===== src/lin_status_regs.svh =====
// lin_status_regs.svh: offsets, field positions, reset values and timing counts
// assumes the including file also imports lin_status_pkg for the types
`ifndef LIN_STATUS_REGS_SVH
`define LIN_STATUS_REGS_SVH

`define CH1_STATUS_OFFS 8'h51
`define CH2_STATUS_OFFS 8'h81
`define CH3_STATUS_OFFS 8'hb1
`define CH4_STATUS_OFFS 8'he1
`define RXBUF_BIT 6
`define RXDONE_BIT 2
`define TXDONE_BIT 1
`define STATUS_RESET 8'h00
`define PULLUP_OFF 2'h0
`define PULLUP_NORMAL_ONLY 2'h1
`define PULLUP_NORMAL_LP 2'h2
`define PULLUP_ALWAYS 2'h3
`define CLK_PERIOD_NS 40
`define DOM_TIMEOUT_US 6000 // plain default, set to the product's own limit
`define DOM_TIMEOUT_CYCLES ((`DOM_TIMEOUT_US * 1000 + `CLK_PERIOD_NS - 1) / `CLK_PERIOD_NS)
`define DOM_CNT_W 24

`endif


===== src/lin_status_pkg.sv =====
// lin_status_pkg: state types shared by the frame status block
// assumes lin_status_regs.svh is included first for field widths
`include "lin_status_regs.svh"

package lin_status_pkg;
   // termination setting code, one per channel
   typedef logic [1:0] pullup_cfg_type;
   // per-channel flag and frame tracking state
   typedef struct packed {
      logic rx_done_flag; // reception complete
      logic tx_done_flag; // transmission complete
      logic rxbuf_flag; // reception buffer not empty
      logic rx_err_seen; // framing/checksum error in current frame
      logic tx_err_seen; // bit error in current frame
      logic status_irq; // registered status interrupt
      logic tx_line; // registered bus output
      logic err_frame; // error register set pulses
      logic err_checksum;
      logic err_bit;
   } chan_state_type;
   // whole state of the top module
   typedef struct packed {
      chan_state_type [3:0] chan;
      logic [7:0] rdata;
      logic rvalid;
   } top_state_type;
   // dominant timeout guard modes
   typedef enum logic {TERM_CONNECTED, TERM_DISCONNECTED} dom_mode_type;
   typedef struct packed {
      dom_mode_type mode;
      logic [`DOM_CNT_W-1:0] count;
   } dom_state_type;
   // registered termination switches
   typedef struct packed {
      logic master_on;
      logic lp_master_on;
      logic slave_on;
   } term_state_type;
endpackage : lin_status_pkg


===== src/dom_timeout_guard.sv =====
// dom_timeout_guard: watches one bus for an over-long dominant level
// assumes bus_dominant is synchronous to clk_sys
`timescale 1ns/10ps
`include "lin_status_regs.svh"

module dom_timeout_guard
#(
   parameter int unsigned TIMEOUT_CYCLES = `DOM_TIMEOUT_CYCLES
)
(
   input wire logic clk_sys,
   input wire logic rst_b,
   input wire logic bus_dominant,
   output logic term_allowed,
   output logic timed_out
);
   import lin_status_pkg::*;

   dom_state_type state_reg; // registered state
   dom_state_type state_next; // next state

   // count dominant cycles; saturates so a stuck bus never wraps back on
   always_comb
   begin
      state_next = state_reg;
      if (!bus_dominant)
      begin
         state_next.mode = TERM_CONNECTED;
         state_next.count = '0;
      end
      else
      begin
         unique case (state_reg.mode)
            TERM_CONNECTED:
            begin
               if (state_reg.count >= TIMEOUT_CYCLES[`DOM_CNT_W-1:0])
               begin
                  state_next.mode = TERM_DISCONNECTED;
               end
               else
               begin
                  state_next.count = state_reg.count + 1'b1;
               end
            end
            TERM_DISCONNECTED:
            begin
               state_next.count = state_reg.count; // hold until recessive
            end
         endcase
      end
   end

   // state register
   always_ff @(posedge clk_sys or negedge rst_b)
   begin
      if (!rst_b)
      begin
         state_reg <= '0;
      end
      else
      begin
         state_reg <= state_next;
      end
   end

   assign timed_out = (state_reg.mode == TERM_DISCONNECTED);
   assign term_allowed = (state_reg.mode == TERM_CONNECTED);
endmodule : dom_timeout_guard


===== src/lin_frame_status_flags.sv =====
// lin_frame_status_flags: frame status flags, status interrupts, bus drive
// and termination control for four channels
// assumes the frame controller gives one-cycle event pulses on clk_sys
// and that register reads/writes arrive as single-cycle strobes
`timescale 1ns/10ps
`include "lin_status_regs.svh"

module lin_frame_status_flags
#(
   // long count; shorten in simulation
   parameter int unsigned DOM_TIMEOUT_CYCLES = `DOM_TIMEOUT_CYCLES
)
(
   input wire logic clk_sys,
   input wire logic rst_b,
   // register port
   input wire logic [7:0] reg_addr,
   input wire logic reg_wr,
   input wire logic reg_rd,
   input wire logic [7:0] reg_wdata,
   output logic [7:0] reg_rdata,
   output logic reg_rvalid,
   // per-channel control levels
   input wire logic [3:0] init_mode,
   input wire logic [3:0] normal_mode,
   input wire logic [3:0] low_power_mode,
   input wire logic [3:0] idle_on_bit_error,
   input wire logic [3:0] response_dir,
   input wire logic [3:0] rx_complete_irq_enable,
   input wire logic [3:0] tx_complete_irq_enable,
   input wire logic [3:0] channel_status_irq_enable,
   input wire lin_status_pkg::pullup_cfg_type [3:0] pullup_cfg,
   // per-channel event pulses from the frame controller
   input wire logic [3:0] rx_response_done,
   input wire logic [3:0] rx_frame_error,
   input wire logic [3:0] rx_checksum_error,
   input wire logic [3:0] first_byte_stored,
   input wire logic [3:0] tx_response_start,
   input wire logic [3:0] tx_response_done,
   input wire logic [3:0] tx_bit_error,
   // bus side
   input wire logic [3:0] tx_active,
   input wire logic [3:0] tx_bit,
   input wire logic [3:0] bus_dominant,
   output logic [3:0] lin_tx_out,
   output logic [3:0] master_pullup,
   output logic [3:0] low_power_master_pullup,
   output logic [3:0] weak_slave_pullup,
   output logic [3:0] dom_timeout_active,
   // status outputs
   output logic [3:0] channel_status_irq,
   output logic [3:0] err_frame_set,
   output logic [3:0] err_checksum_set,
   output logic [3:0] err_bit_set
);
   import lin_status_pkg::*;

   // status register offsets, one per channel
   localparam logic [3:0][7:0] STATUS_OFFS =
      {`CH4_STATUS_OFFS, `CH3_STATUS_OFFS, `CH2_STATUS_OFFS, `CH1_STATUS_OFFS};

   top_state_type state_reg; // all registered state
   top_state_type state_next; // next value of the state
   logic [3:0] term_allowed; // per-channel termination permission

   // next-state logic for every channel plus the register port
   always_comb
   begin
      logic wr_hit; // write lands on this channel's status register
      logic clr_rx; // write-one-to-clear requests
      logic clr_tx;
      logic clr_buf;
      logic set_rx; // hardware set requests
      logic set_tx;
      logic set_buf;
      logic rx_err_now; // error reported in this very cycle
      logic [7:0] rd_word; // assembled read value
      wr_hit = 1'b0;
      clr_rx = 1'b0;
      clr_tx = 1'b0;
      clr_buf = 1'b0;
      set_rx = 1'b0;
      set_tx = 1'b0;
      set_buf = 1'b0;
      rx_err_now = 1'b0;
      rd_word = `STATUS_RESET;
      state_next = state_reg;
      state_next.rvalid = 1'b0;

      for (int ch = 0; ch < 4; ch++)
      begin
         // software clear: a one clears, a zero leaves the flag alone
         wr_hit = reg_wr && (reg_addr == STATUS_OFFS[ch]);
         clr_rx = wr_hit && reg_wdata[`RXDONE_BIT];
         clr_tx = wr_hit && reg_wdata[`TXDONE_BIT];
         clr_buf = wr_hit && reg_wdata[`RXBUF_BIT];

         // reception: flag only when no framing/checksum error in the frame
         rx_err_now = rx_frame_error[ch] || rx_checksum_error[ch];
         set_rx = rx_response_done[ch] && !rx_err_now
            && !state_reg.chan[ch].rx_err_seen;

         // transmission: a bit error only blocks the flag with idle-on-error
         set_tx = tx_response_done[ch]
            && !(idle_on_bit_error[ch]
            && (tx_bit_error[ch] || state_reg.chan[ch].tx_err_seen));

         // buffer flag: first stored byte, or a response we send ourselves
         set_buf = first_byte_stored[ch]
            || (tx_response_start[ch] && response_dir[ch]);

         // set beats clear, so an event landing on a clear is kept
         state_next.chan[ch].rx_done_flag =
            set_rx || (state_reg.chan[ch].rx_done_flag && !clr_rx);
         state_next.chan[ch].tx_done_flag =
            set_tx || (state_reg.chan[ch].tx_done_flag && !clr_tx);
         state_next.chan[ch].rxbuf_flag =
            set_buf || (state_reg.chan[ch].rxbuf_flag && !clr_buf);

         // frame error trackers: cleared when the frame ends
         if (rx_response_done[ch])
         begin
            state_next.chan[ch].rx_err_seen = 1'b0;
         end
         else if (rx_err_now)
         begin
            state_next.chan[ch].rx_err_seen = 1'b1;
         end
         if (tx_response_done[ch])
         begin
            state_next.chan[ch].tx_err_seen = 1'b0;
         end
         else if (tx_bit_error[ch])
         begin
            state_next.chan[ch].tx_err_seen = 1'b1;
         end

         // init mode wipes the flags and frame error trackers; nothing runs in it anyway
         if (init_mode[ch])
         begin
            state_next.chan[ch].rx_done_flag = 1'b0;
            state_next.chan[ch].tx_done_flag = 1'b0;
            state_next.chan[ch].rxbuf_flag = 1'b0;
            state_next.chan[ch].rx_err_seen = 1'b0;
            state_next.chan[ch].tx_err_seen = 1'b0;
         end

         // error register set pulses, one cycle after the event
         state_next.chan[ch].err_frame = rx_frame_error[ch];
         state_next.chan[ch].err_checksum = rx_checksum_error[ch];
         // the bit error flag is raised whether or not the frame stops
         state_next.chan[ch].err_bit = tx_bit_error[ch];

         // status interrupt follows the flags that will be stored
         state_next.chan[ch].status_irq = channel_status_irq_enable[ch]
            && ((state_next.chan[ch].rx_done_flag
            && rx_complete_irq_enable[ch])
            || (state_next.chan[ch].tx_done_flag
            && tx_complete_irq_enable[ch]));

         // bus drive: recessive (high) unless normal mode and transmitting
         state_next.chan[ch].tx_line =
            (normal_mode[ch] && tx_active[ch]) ? tx_bit[ch] : 1'b1;

         // read value: pre-write contents, reserved bits zero
         if (reg_addr == STATUS_OFFS[ch])
         begin
            rd_word[`RXBUF_BIT] = state_reg.chan[ch].rxbuf_flag;
            rd_word[`RXDONE_BIT] = state_reg.chan[ch].rx_done_flag;
            rd_word[`TXDONE_BIT] = state_reg.chan[ch].tx_done_flag;
         end
      end

      // read answer one cycle after the strobe; unmapped reads give zero
      if (reg_rd)
      begin
         state_next.rdata = rd_word;
         state_next.rvalid = 1'b1;
      end
   end

   // single state register; async reset to constants only
   always_ff @(posedge clk_sys or negedge rst_b)
   begin
      if (!rst_b)
      begin
         state_reg <= '0;
         // the bus idles recessive from reset onward
         for (int ch = 0; ch < 4; ch++)
         begin
            state_reg.chan[ch].tx_line <= 1'b1;
         end
      end
      else
      begin
         state_reg <= state_next;
      end
   end

   // termination path: timeout guard feeds the pull-up selector
   for (genvar ch = 0; ch < 4; ch++)
   begin : g_term
      // dominant timeout per channel
      dom_timeout_guard
      #(
         .TIMEOUT_CYCLES(DOM_TIMEOUT_CYCLES)
      )
      u_guard
      (
         .clk_sys(clk_sys),
         .rst_b(rst_b),
         .bus_dominant(bus_dominant[ch]),
         .term_allowed(term_allowed[ch]),
         .timed_out(dom_timeout_active[ch])
      );

      // pull-up switch selection per channel
      termination_select u_select
      (
         .clk_sys(clk_sys),
         .rst_b(rst_b),
         .cfg(pullup_cfg[ch]),
         .low_power(low_power_mode[ch]),
         .term_allowed(term_allowed[ch]),
         .master_on(master_pullup[ch]),
         .lp_master_on(low_power_master_pullup[ch]),
         .slave_on(weak_slave_pullup[ch])
      );

      // registered per-channel outputs
      assign channel_status_irq[ch] = state_reg.chan[ch].status_irq;
      assign lin_tx_out[ch] = state_reg.chan[ch].tx_line;
      assign err_frame_set[ch] = state_reg.chan[ch].err_frame;
      assign err_checksum_set[ch] = state_reg.chan[ch].err_checksum;
      assign err_bit_set[ch] = state_reg.chan[ch].err_bit;
   end

   // register port answer
   assign reg_rdata = state_reg.rdata;
   assign reg_rvalid = state_reg.rvalid;
endmodule : lin_frame_status_flags


===== src/termination_select.sv =====
// termination_select: chooses which pull-ups one channel connects
// assumes low_power reflects the device power mode synchronously
`timescale 1ns/10ps
`include "lin_status_regs.svh"

module termination_select
(
   input wire logic clk_sys,
   input wire logic rst_b,
   input wire lin_status_pkg::pullup_cfg_type cfg,
   input wire logic low_power,
   input wire logic term_allowed,
   output logic master_on,
   output logic lp_master_on,
   output logic slave_on
);
   import lin_status_pkg::*;

   term_state_type state_reg; // registered switches
   term_state_type state_next; // next switches

   // decode the setting; the weak pull-up is on from the first edge after reset
   always_comb
   begin
      state_next = '0;
      state_next.slave_on = 1'b1;
      unique case (cfg)
         `PULLUP_OFF: state_next.master_on = 1'b0;
         `PULLUP_NORMAL_ONLY: state_next.master_on = !low_power;
         `PULLUP_NORMAL_LP:
         begin
            state_next.master_on = !low_power;
            state_next.lp_master_on = low_power;
         end
         `PULLUP_ALWAYS: state_next.master_on = 1'b1;
      endcase
      // the timeout overrides any setting while the bus hangs dominant
      state_next.master_on = state_next.master_on & term_allowed;
      state_next.lp_master_on = state_next.lp_master_on & term_allowed;
   end

   // switch register
   always_ff @(posedge clk_sys or negedge rst_b)
   begin
      if (!rst_b)
      begin
         state_reg <= '0;
      end
      else
      begin
         state_reg <= state_next;
      end
   end

   assign master_on = state_reg.master_on;
   assign lp_master_on = state_reg.lp_master_on;
   assign slave_on = state_reg.slave_on;
endmodule : termination_select

===== config.mk =====
export PLATFORM = sky130hd
export DESIGN_NAME = lin_frame_status_flags
export DESIGN_NICKNAME = d
export VERILOG_FILES = /design/src/lin_status_pkg.sv /design/src/dom_timeout_guard.sv /design/src/lin_frame_status_flags.sv /design/src/termination_select.sv
export VERILOG_INCLUDE_DIRS = /design/src
export SDC_FILE = /design/constraint.sdc
export NUM_CORES = 1
export LEC_CHECK = 0
export BUFFER_PORTS_ARGS = -buffer_cell sky130_fd_sc_hd__buf_2
export CAP_MARGIN = 40
export CORE_MARGIN = 2
export CORE_UTILIZATION = 51
export CTS_CLUSTER_DIAMETER = 100
export DETAILED_ROUTE_END_ITERATION = 10
export PLACE_DENSITY = 0.73
export SLEW_MARGIN = 20
export SYNTH_ARGS = -nofsm -noshare
export SYNTH_HDL_FRONTEND = slang
export SYNTH_HIERARCHICAL = 1
export SYNTH_SLANG_ARGS = --single-unit
export TNS_END_PERCENT = 50

===== constraint.sdc =====
create_clock -name clk_sys -period 2.08 [get_ports clk_sys]
set_input_delay 0.416 -clock clk_sys [delete_from_list [all_inputs] [get_ports clk_sys]]
set_output_delay 0.416 -clock clk_sys [all_outputs]
set_load 0.03 [all_outputs]

======== Word-level counts from Yosys, hierarchy flattened ========
Cells that the tools add are included.
operators by class
  $lt $le $gt $ge ......................... 4
  add/sub/neg operators ................... 4
  equality and inequality tests ........... 24
  bitwise operators ....................... 12
  muxes and demuxes ....................... 61
  reduce and logical (&&, ||, !) cells .... 140
operator list
  cell                                                                  number
  2-to-1 mux 24 bit                                                     8
  2-to-1 mux 25 bit                                                     4
  adder 24 x 1 -> 24 bit (second input constant)                        4
  greater-or-equal comparator 24 x 18 -> 1 bit (second input constant)  4
  logical AND 1 bit                                                     64
  2-to-1 mux 1 bit                                                      37
  zero test 1 bit                                                       28
  logical OR 1 bit                                                      28
  equality test 8 bit (second input constant)                           3
  nonzero test 3 bit                                                    8
  2-to-1 mux 5 bit                                                      4
  equality test 2 bit (second input constant)                           8
  inequality test 3 bit (second input constant)                         4
  one-hot mux 1 bit (3 select lines)                                    4
  AND 1 bit                                                             8
  equality test 2 x 1 -> 1 bit (second input constant)                  4
  equality test 8 x 7 -> 1 bit (second input constant)                  1
  zero test 2 bit                                                       4
  2-to-1 mux 2 bit                                                      4
  inequality test 2 bit (second input constant)                         4
  AND reduction 2 bit                                                   4
  OR reduction 2 bit                                                    4
  NOT 1 bit                                                             4
word-level totals
  output and inout bits ................... 45
  bits in registers ....................... 153
  bits of input ports ..................... 100
  word-level logic and storage cells ...... 304

======== Depth between registers and ports, before layout ========
  depth after elaboration ................. 10
  mapped depth ............................ 6
  depth with buffers taken out ............ 6

======== Hierarchy ========
The synthesis kept the hierarchy.
modules (own cells, without submodules)
  module                  instances  cells an instance  area each (um2)  sequential area each (um2)
  dom_timeout_guard       4          127                1,282.5          625.6
  lin_frame_status_flags  1          186                1,998.2          1,106.1
  termination_select      4          13                 150.1            75.1

======== Worst setup path before layout ========
No wires, ideal clock.
  path kind ............................... register -> register
  start point ............................. reg g_term[0].u_guard.state_reg (netlist bit g_term[0].u_guard/timed_out)
  end point ............................... reg g_term[0].u_guard/state_reg[14] (netlist name)
  required time ........................... 2.003 ns
  cell stages (with the launch flop) ...... 6
  slack ................................... 0.076 ns
  period minus slack after synthesis ...... 2.004 ns
  buffers on the path ..................... 0
  library setup time ...................... 0.077 ns
  arrival ................................. 1.926 ns
  cell sequence ........................... dfrtp_1 nor3_1 nand3_2 or3_4 or4_1 a21oi_1
between the ends
  cells in the longest elaborated chain, start to end .. 3
  elaborated cells on any way between the ends .. 4
  those cells by class .................... eq/ne (2); bitwise (1); reduce/logical (1)
RTL lines
  element                                   RTL line                 RTL
  from (decl)                               dom_timeout_guard.sv:19  dom_state_type state_reg;
  from (signal assigned)                    dom_timeout_guard.sv:62  state_reg <= state_next;
  NOT 1 bit                                 dom_timeout_guard.sv:33  unique case (state_reg.mode)
  inequality test 3 bit (no source line)    --
  AND reduction 2 bit (no source line) (*)  --
Mark *: on every way between the ends. The rest lies on a longest branch, timed or not.
A chain may end at the register's enable or synchronous reset.

======== Final worst setup path ========
  start point ............................. reg g_term[0].u_guard/state_reg[13] (netlist name)
  end point ............................... reg g_term[0].u_guard/state_reg[14] (netlist name)
between the ends
  cells in the longest elaborated chain, start to end .. 4
  elaborated cells on any way between the ends .. 7
  those cells by class .................... add/sub (1); order compare (1); eq/ne (1); mux (3); reduce/logical (1)
RTL lines
  element                 RTL line                 RTL
  adder 24 x 1 -> 24 bit  dom_timeout_guard.sv:42  state_next.count = state_reg.count + 1'b1;
  2-to-1 mux 24 bit       dom_timeout_guard.sv:36  if (state_reg.count >= TIMEOUT_CYCLES[`DOM_CNT_W-1:0])
  2-to-1 mux 24 bit       dom_timeout_guard.sv:33
  2-to-1 mux 25 bit       dom_timeout_guard.sv:26  if (!bus_dominant)
Parallel ways exist; a longest one is shown, timed or not. The select of a mux whose other input is x is not followed.

==> run summary <==
Multiplexer area fraction after synthesis - 0.0207
Number of vias per cell - 5.45
Number of flops mapped to enable cells by yosys - 0
DR vias - 5995
Diodes inserted - 0
Clock slew seen by the registers of the worst setup and hold paths - 0.06 ns
Die Ht - 127 um
Post-route clock period utilization - 0.982
Clock Sinks - 156
Initial antenna violation count - 0
1st-pass router iterations - 5
Placed Cells - 1066
WL final - 16100 um
Fin. Hold Viols - 0
Largest net degree at the start of global routing - 60
Worst Setup Path Type - register to register
Ys async rst share - 1.00
TritonCTS clock tree - yes
Fin. max-slew vios - 0
Cells after synthesis - 746
Critical R2R Capture - g_term[0].u_guard/state_reg[14]$_DFFE_PN0P_
Area Growth Syn to Fin - 22.9%
Effective utilization at floorplan - 0.528
Grt total ovfl - 0
Largest cells by area after synthesis - dfrtp_1 (49%), xnor2_1 (3.6%), nor2_1 (3.3%)
FMAX - 490 MHz
Core area - 14600 um2
Unique masters post-synth - 55
CP endpoint kind - register
Xor/xnor cell area share of the yosys netlist - 0.0363
Cell Area, Synth - 7730 um2
Share of cells above drive strength 1 - 0.285
Final antenna-violating net count - 0
DRC - 0
Total chip power - 7.05 mW
Layout filler cell count - 1148
Status - completed
Hold_sp - rx_frame_error[0]
Worst Setup Start Kind - register
Initial DRC Count - 414
Port buffer count - 134
H-tree depth - 4
Register area share after synthesis - 0.506
Leakage - 4.60 nW
Max-Slew Margin vs Limit - 0.646
Yosys top cell area share - 0.492
Syn_area_per_cell - 10.4 um2
Gr usage total - 0.201
Crit path required time - 2.41 ns
CTS root buf - clkbuf_16
Slew @ Worst Pin - 0.531 ns
Seq pwr share - 0.451
Ports - 145
# setup viols final - 0
FF+latch count, synth - 156
Reg-to-reg startpoint - g_term[0].u_guard/state_reg[13]$_DFFE_PN0P_
First-pass GRT wire length - 26400 um
Hold Slack - 0.119 ns
RePlAce Congestion - 0.844
Worst Reg-to-Reg Cells - 5
Die Wd - 127 um
Non-Filler Instances - 1099
Simple logic cell fraction of the synthesized area - 0.245
Total of warnings raised by yosys - 6
Vias in the first global route - 5775
Final nets - 1022
Sw Share - 0.225
Synth Flop Type - dfrtp_1
TritonCTS buffer count - 17
Comb pwr share - 0.078
Adder-Cell Fraction of Synth Area - 0.0324
RSZ-0062 raised after global routing - yes
Worst EP arrival - 2.38 ns
Row Count - 44
Clock latency at the later pin of the worst-skew pair - 0.41 ns
Hold Path Class - primary input to register
Hold Crit Depth - 1
Largest family of logic cells by synthesized area - simple AND/OR/NAND/NOR gates
Internal - 5.46 mW
Clk_skew - 0.00519 ns
Full die area - 16200 um2
Clock Power Share - 0.471
Setup Buffers After CTS - 0
Max Cap Viol - 0
Synth Area in Compound Gates - 0.109
Cell taking the most area after synthesis - dfrtp_1
Post-DP HPWL - 11300 um
Pwr Density - 742 nW/um2
P_sw - 1.59 mW
R2R setup slack - 0.04 ns
Tmin final - 2.04 ns
Hold worst-path end - err_frame_set[0]$_DFF_PN0_
Avg WL per Cell - 14.6 um
Max clock buf depth - 2
Worst vdd ir - 0.581 mV
Critical Path Fanout Max - 6
Max reg flops - 96
how the worst max path moves through the flow:
stage | startpoint | endpoint | depth (start not counted)
after floorplan | g_term[0].u_guard/timed_out$_DFF_PN0_ | g_term[0].u_guard/state_reg[14]$_DFFE_PN0P_ | 5
after global placement | g_term[1].u_guard/state_reg[13]$_DFFE_PN0P_ | g_term[1].u_guard/state_reg[15]$_DFFE_PN0P_ | 6
after detailed placement | g_term[2].u_guard/state_reg[13]$_DFFE_PN0P_ | g_term[2].u_guard/state_reg[6]$_DFFE_PN0P_ | 5
after CTS | g_term[3].u_guard/state_reg[18]$_DFFE_PN0P_ | g_term[3].u_guard/state_reg[14]$_DFFE_PN0P_ | 6
after global routing | g_term[1].u_guard/state_reg[15]$_DFFE_PN0P_ | g_term[1].u_guard/state_reg[14]$_DFFE_PN0P_ | 5
final | g_term[0].u_guard/state_reg[13]$_DFFE_PN0P_ | g_term[0].u_guard/state_reg[14]$_DFFE_PN0P_ | 5
cell usage after synthesis, drive strengths merged (10+ instances only):
master,count
nor4,16
xnor2,32
buf,31
nand2b,18
or3,12
mux2i,16
nor2,68
dfrtp,152
a22o,10
ha,20
o21ai,13
nand4,12
a21oi,37
nand3,40
inv,30
and3,20
nand2,56
nor3,28
and2,25
cell families after synthesis:
group                      Yosys count
and+or+nand+nor                    334
muxes                               16
DFF                                156
adders and majority gates           20
AOI/OAI and AO/OA                  114
buffers and inverters               69
xor gates and xnor gates            32
other                                5
layer usage:
metal	vias to the layer above	global-route usage	wire, um
met5	-	0	0
met4	0	0.0659	167
met3	12	0.0402	574
met2	118	0.337	8090
met1	2934	0.264	7260
li1	2931	-	-
cell type report:
class                   count  area (um2)  area share
flip-flops and latches    156        3910       0.412
repair buffers            172        1000       0.106
clock buffers              22         484      0.0510
well taps                 184         230      0.0242
multi-input cells         525        3590       0.379
clock inverters            10         161      0.0170
inverters                  30         113      0.0119
power by group through the flow:
| stage | Combinational [mW] | Sequential, mW | Clock, mW |
|---|---|---|---|
| 2_1_floorplan | 0.295 | 3.25 | 0 |
| 3_3_place_gp | 0.543 | 3.23 | 0 |
| 3_5_place_dp | 0.556 | 3.23 | 0 |
| 4_1_cts | 0.560 | 3.18 | 3.39 |
| 5_1_grt | 0.614 | 3.19 | 3.53 |
| 6_report | 0.550 | 3.18 | 3.32 |
layout by cell type, fill, tap and decap left out, types with 8 or more instances in the layout:
master and count:
dfrtp_1 151, buf_2 133, nor2_1 66, nand2_1 56
nand3_1 36, buf_4 34, xnor2_1 32, a21oi_1 31
inv_1 30, and2_1 25, nor3_1 20, and3_1 20
ha_1 20, nand2b_1 18, clkbuf_16 17, mux2i_1 16
o21ai_0 12, nand4_1 12, a22o_1 9, conb_1 9
nor2b_1 8, nand3b_1 8, and4_1 8, or3_1 8
nor4_1 8, o31ai_1 8
timing repair:
| item | CTS | global route |
|---|---|---|
| hold buffers | 1 | 0 |
| setup endpoints to repair | 6 | 37 |
| gates resized for setup | 3 | 22 |
| pin swaps | 0 | 8 |
| endpoints found under the hold margin | 51 | 0 |
critical path, stage by stage, from the launching register on:
cell and delay [ns]:
dfrtp_1 0.45, nor4_4 0.37, nor3_4 0.09, or3_4 0.40, or4_1 0.51, a21oi_1 0.15
stage by stage:
step | setup slack, ns | util | setup TNS, ns | instance area [um2]
detailed placement | 0.0375 | 0.594 | 0 | 8700
CTS | 0.0211 | 0.641 | 0 | 9380
floorplan | 0.0761 | - | 0 | 7740
finish | 0.0377 | 0.648 | 0 | 9500
global route | -0.0457 | 0.648 | -0.0710 | 9500
global placement | 0.0518 | 0.594 | 0 | 8700
Note: power is estimated with default switching activity, not from simulation.
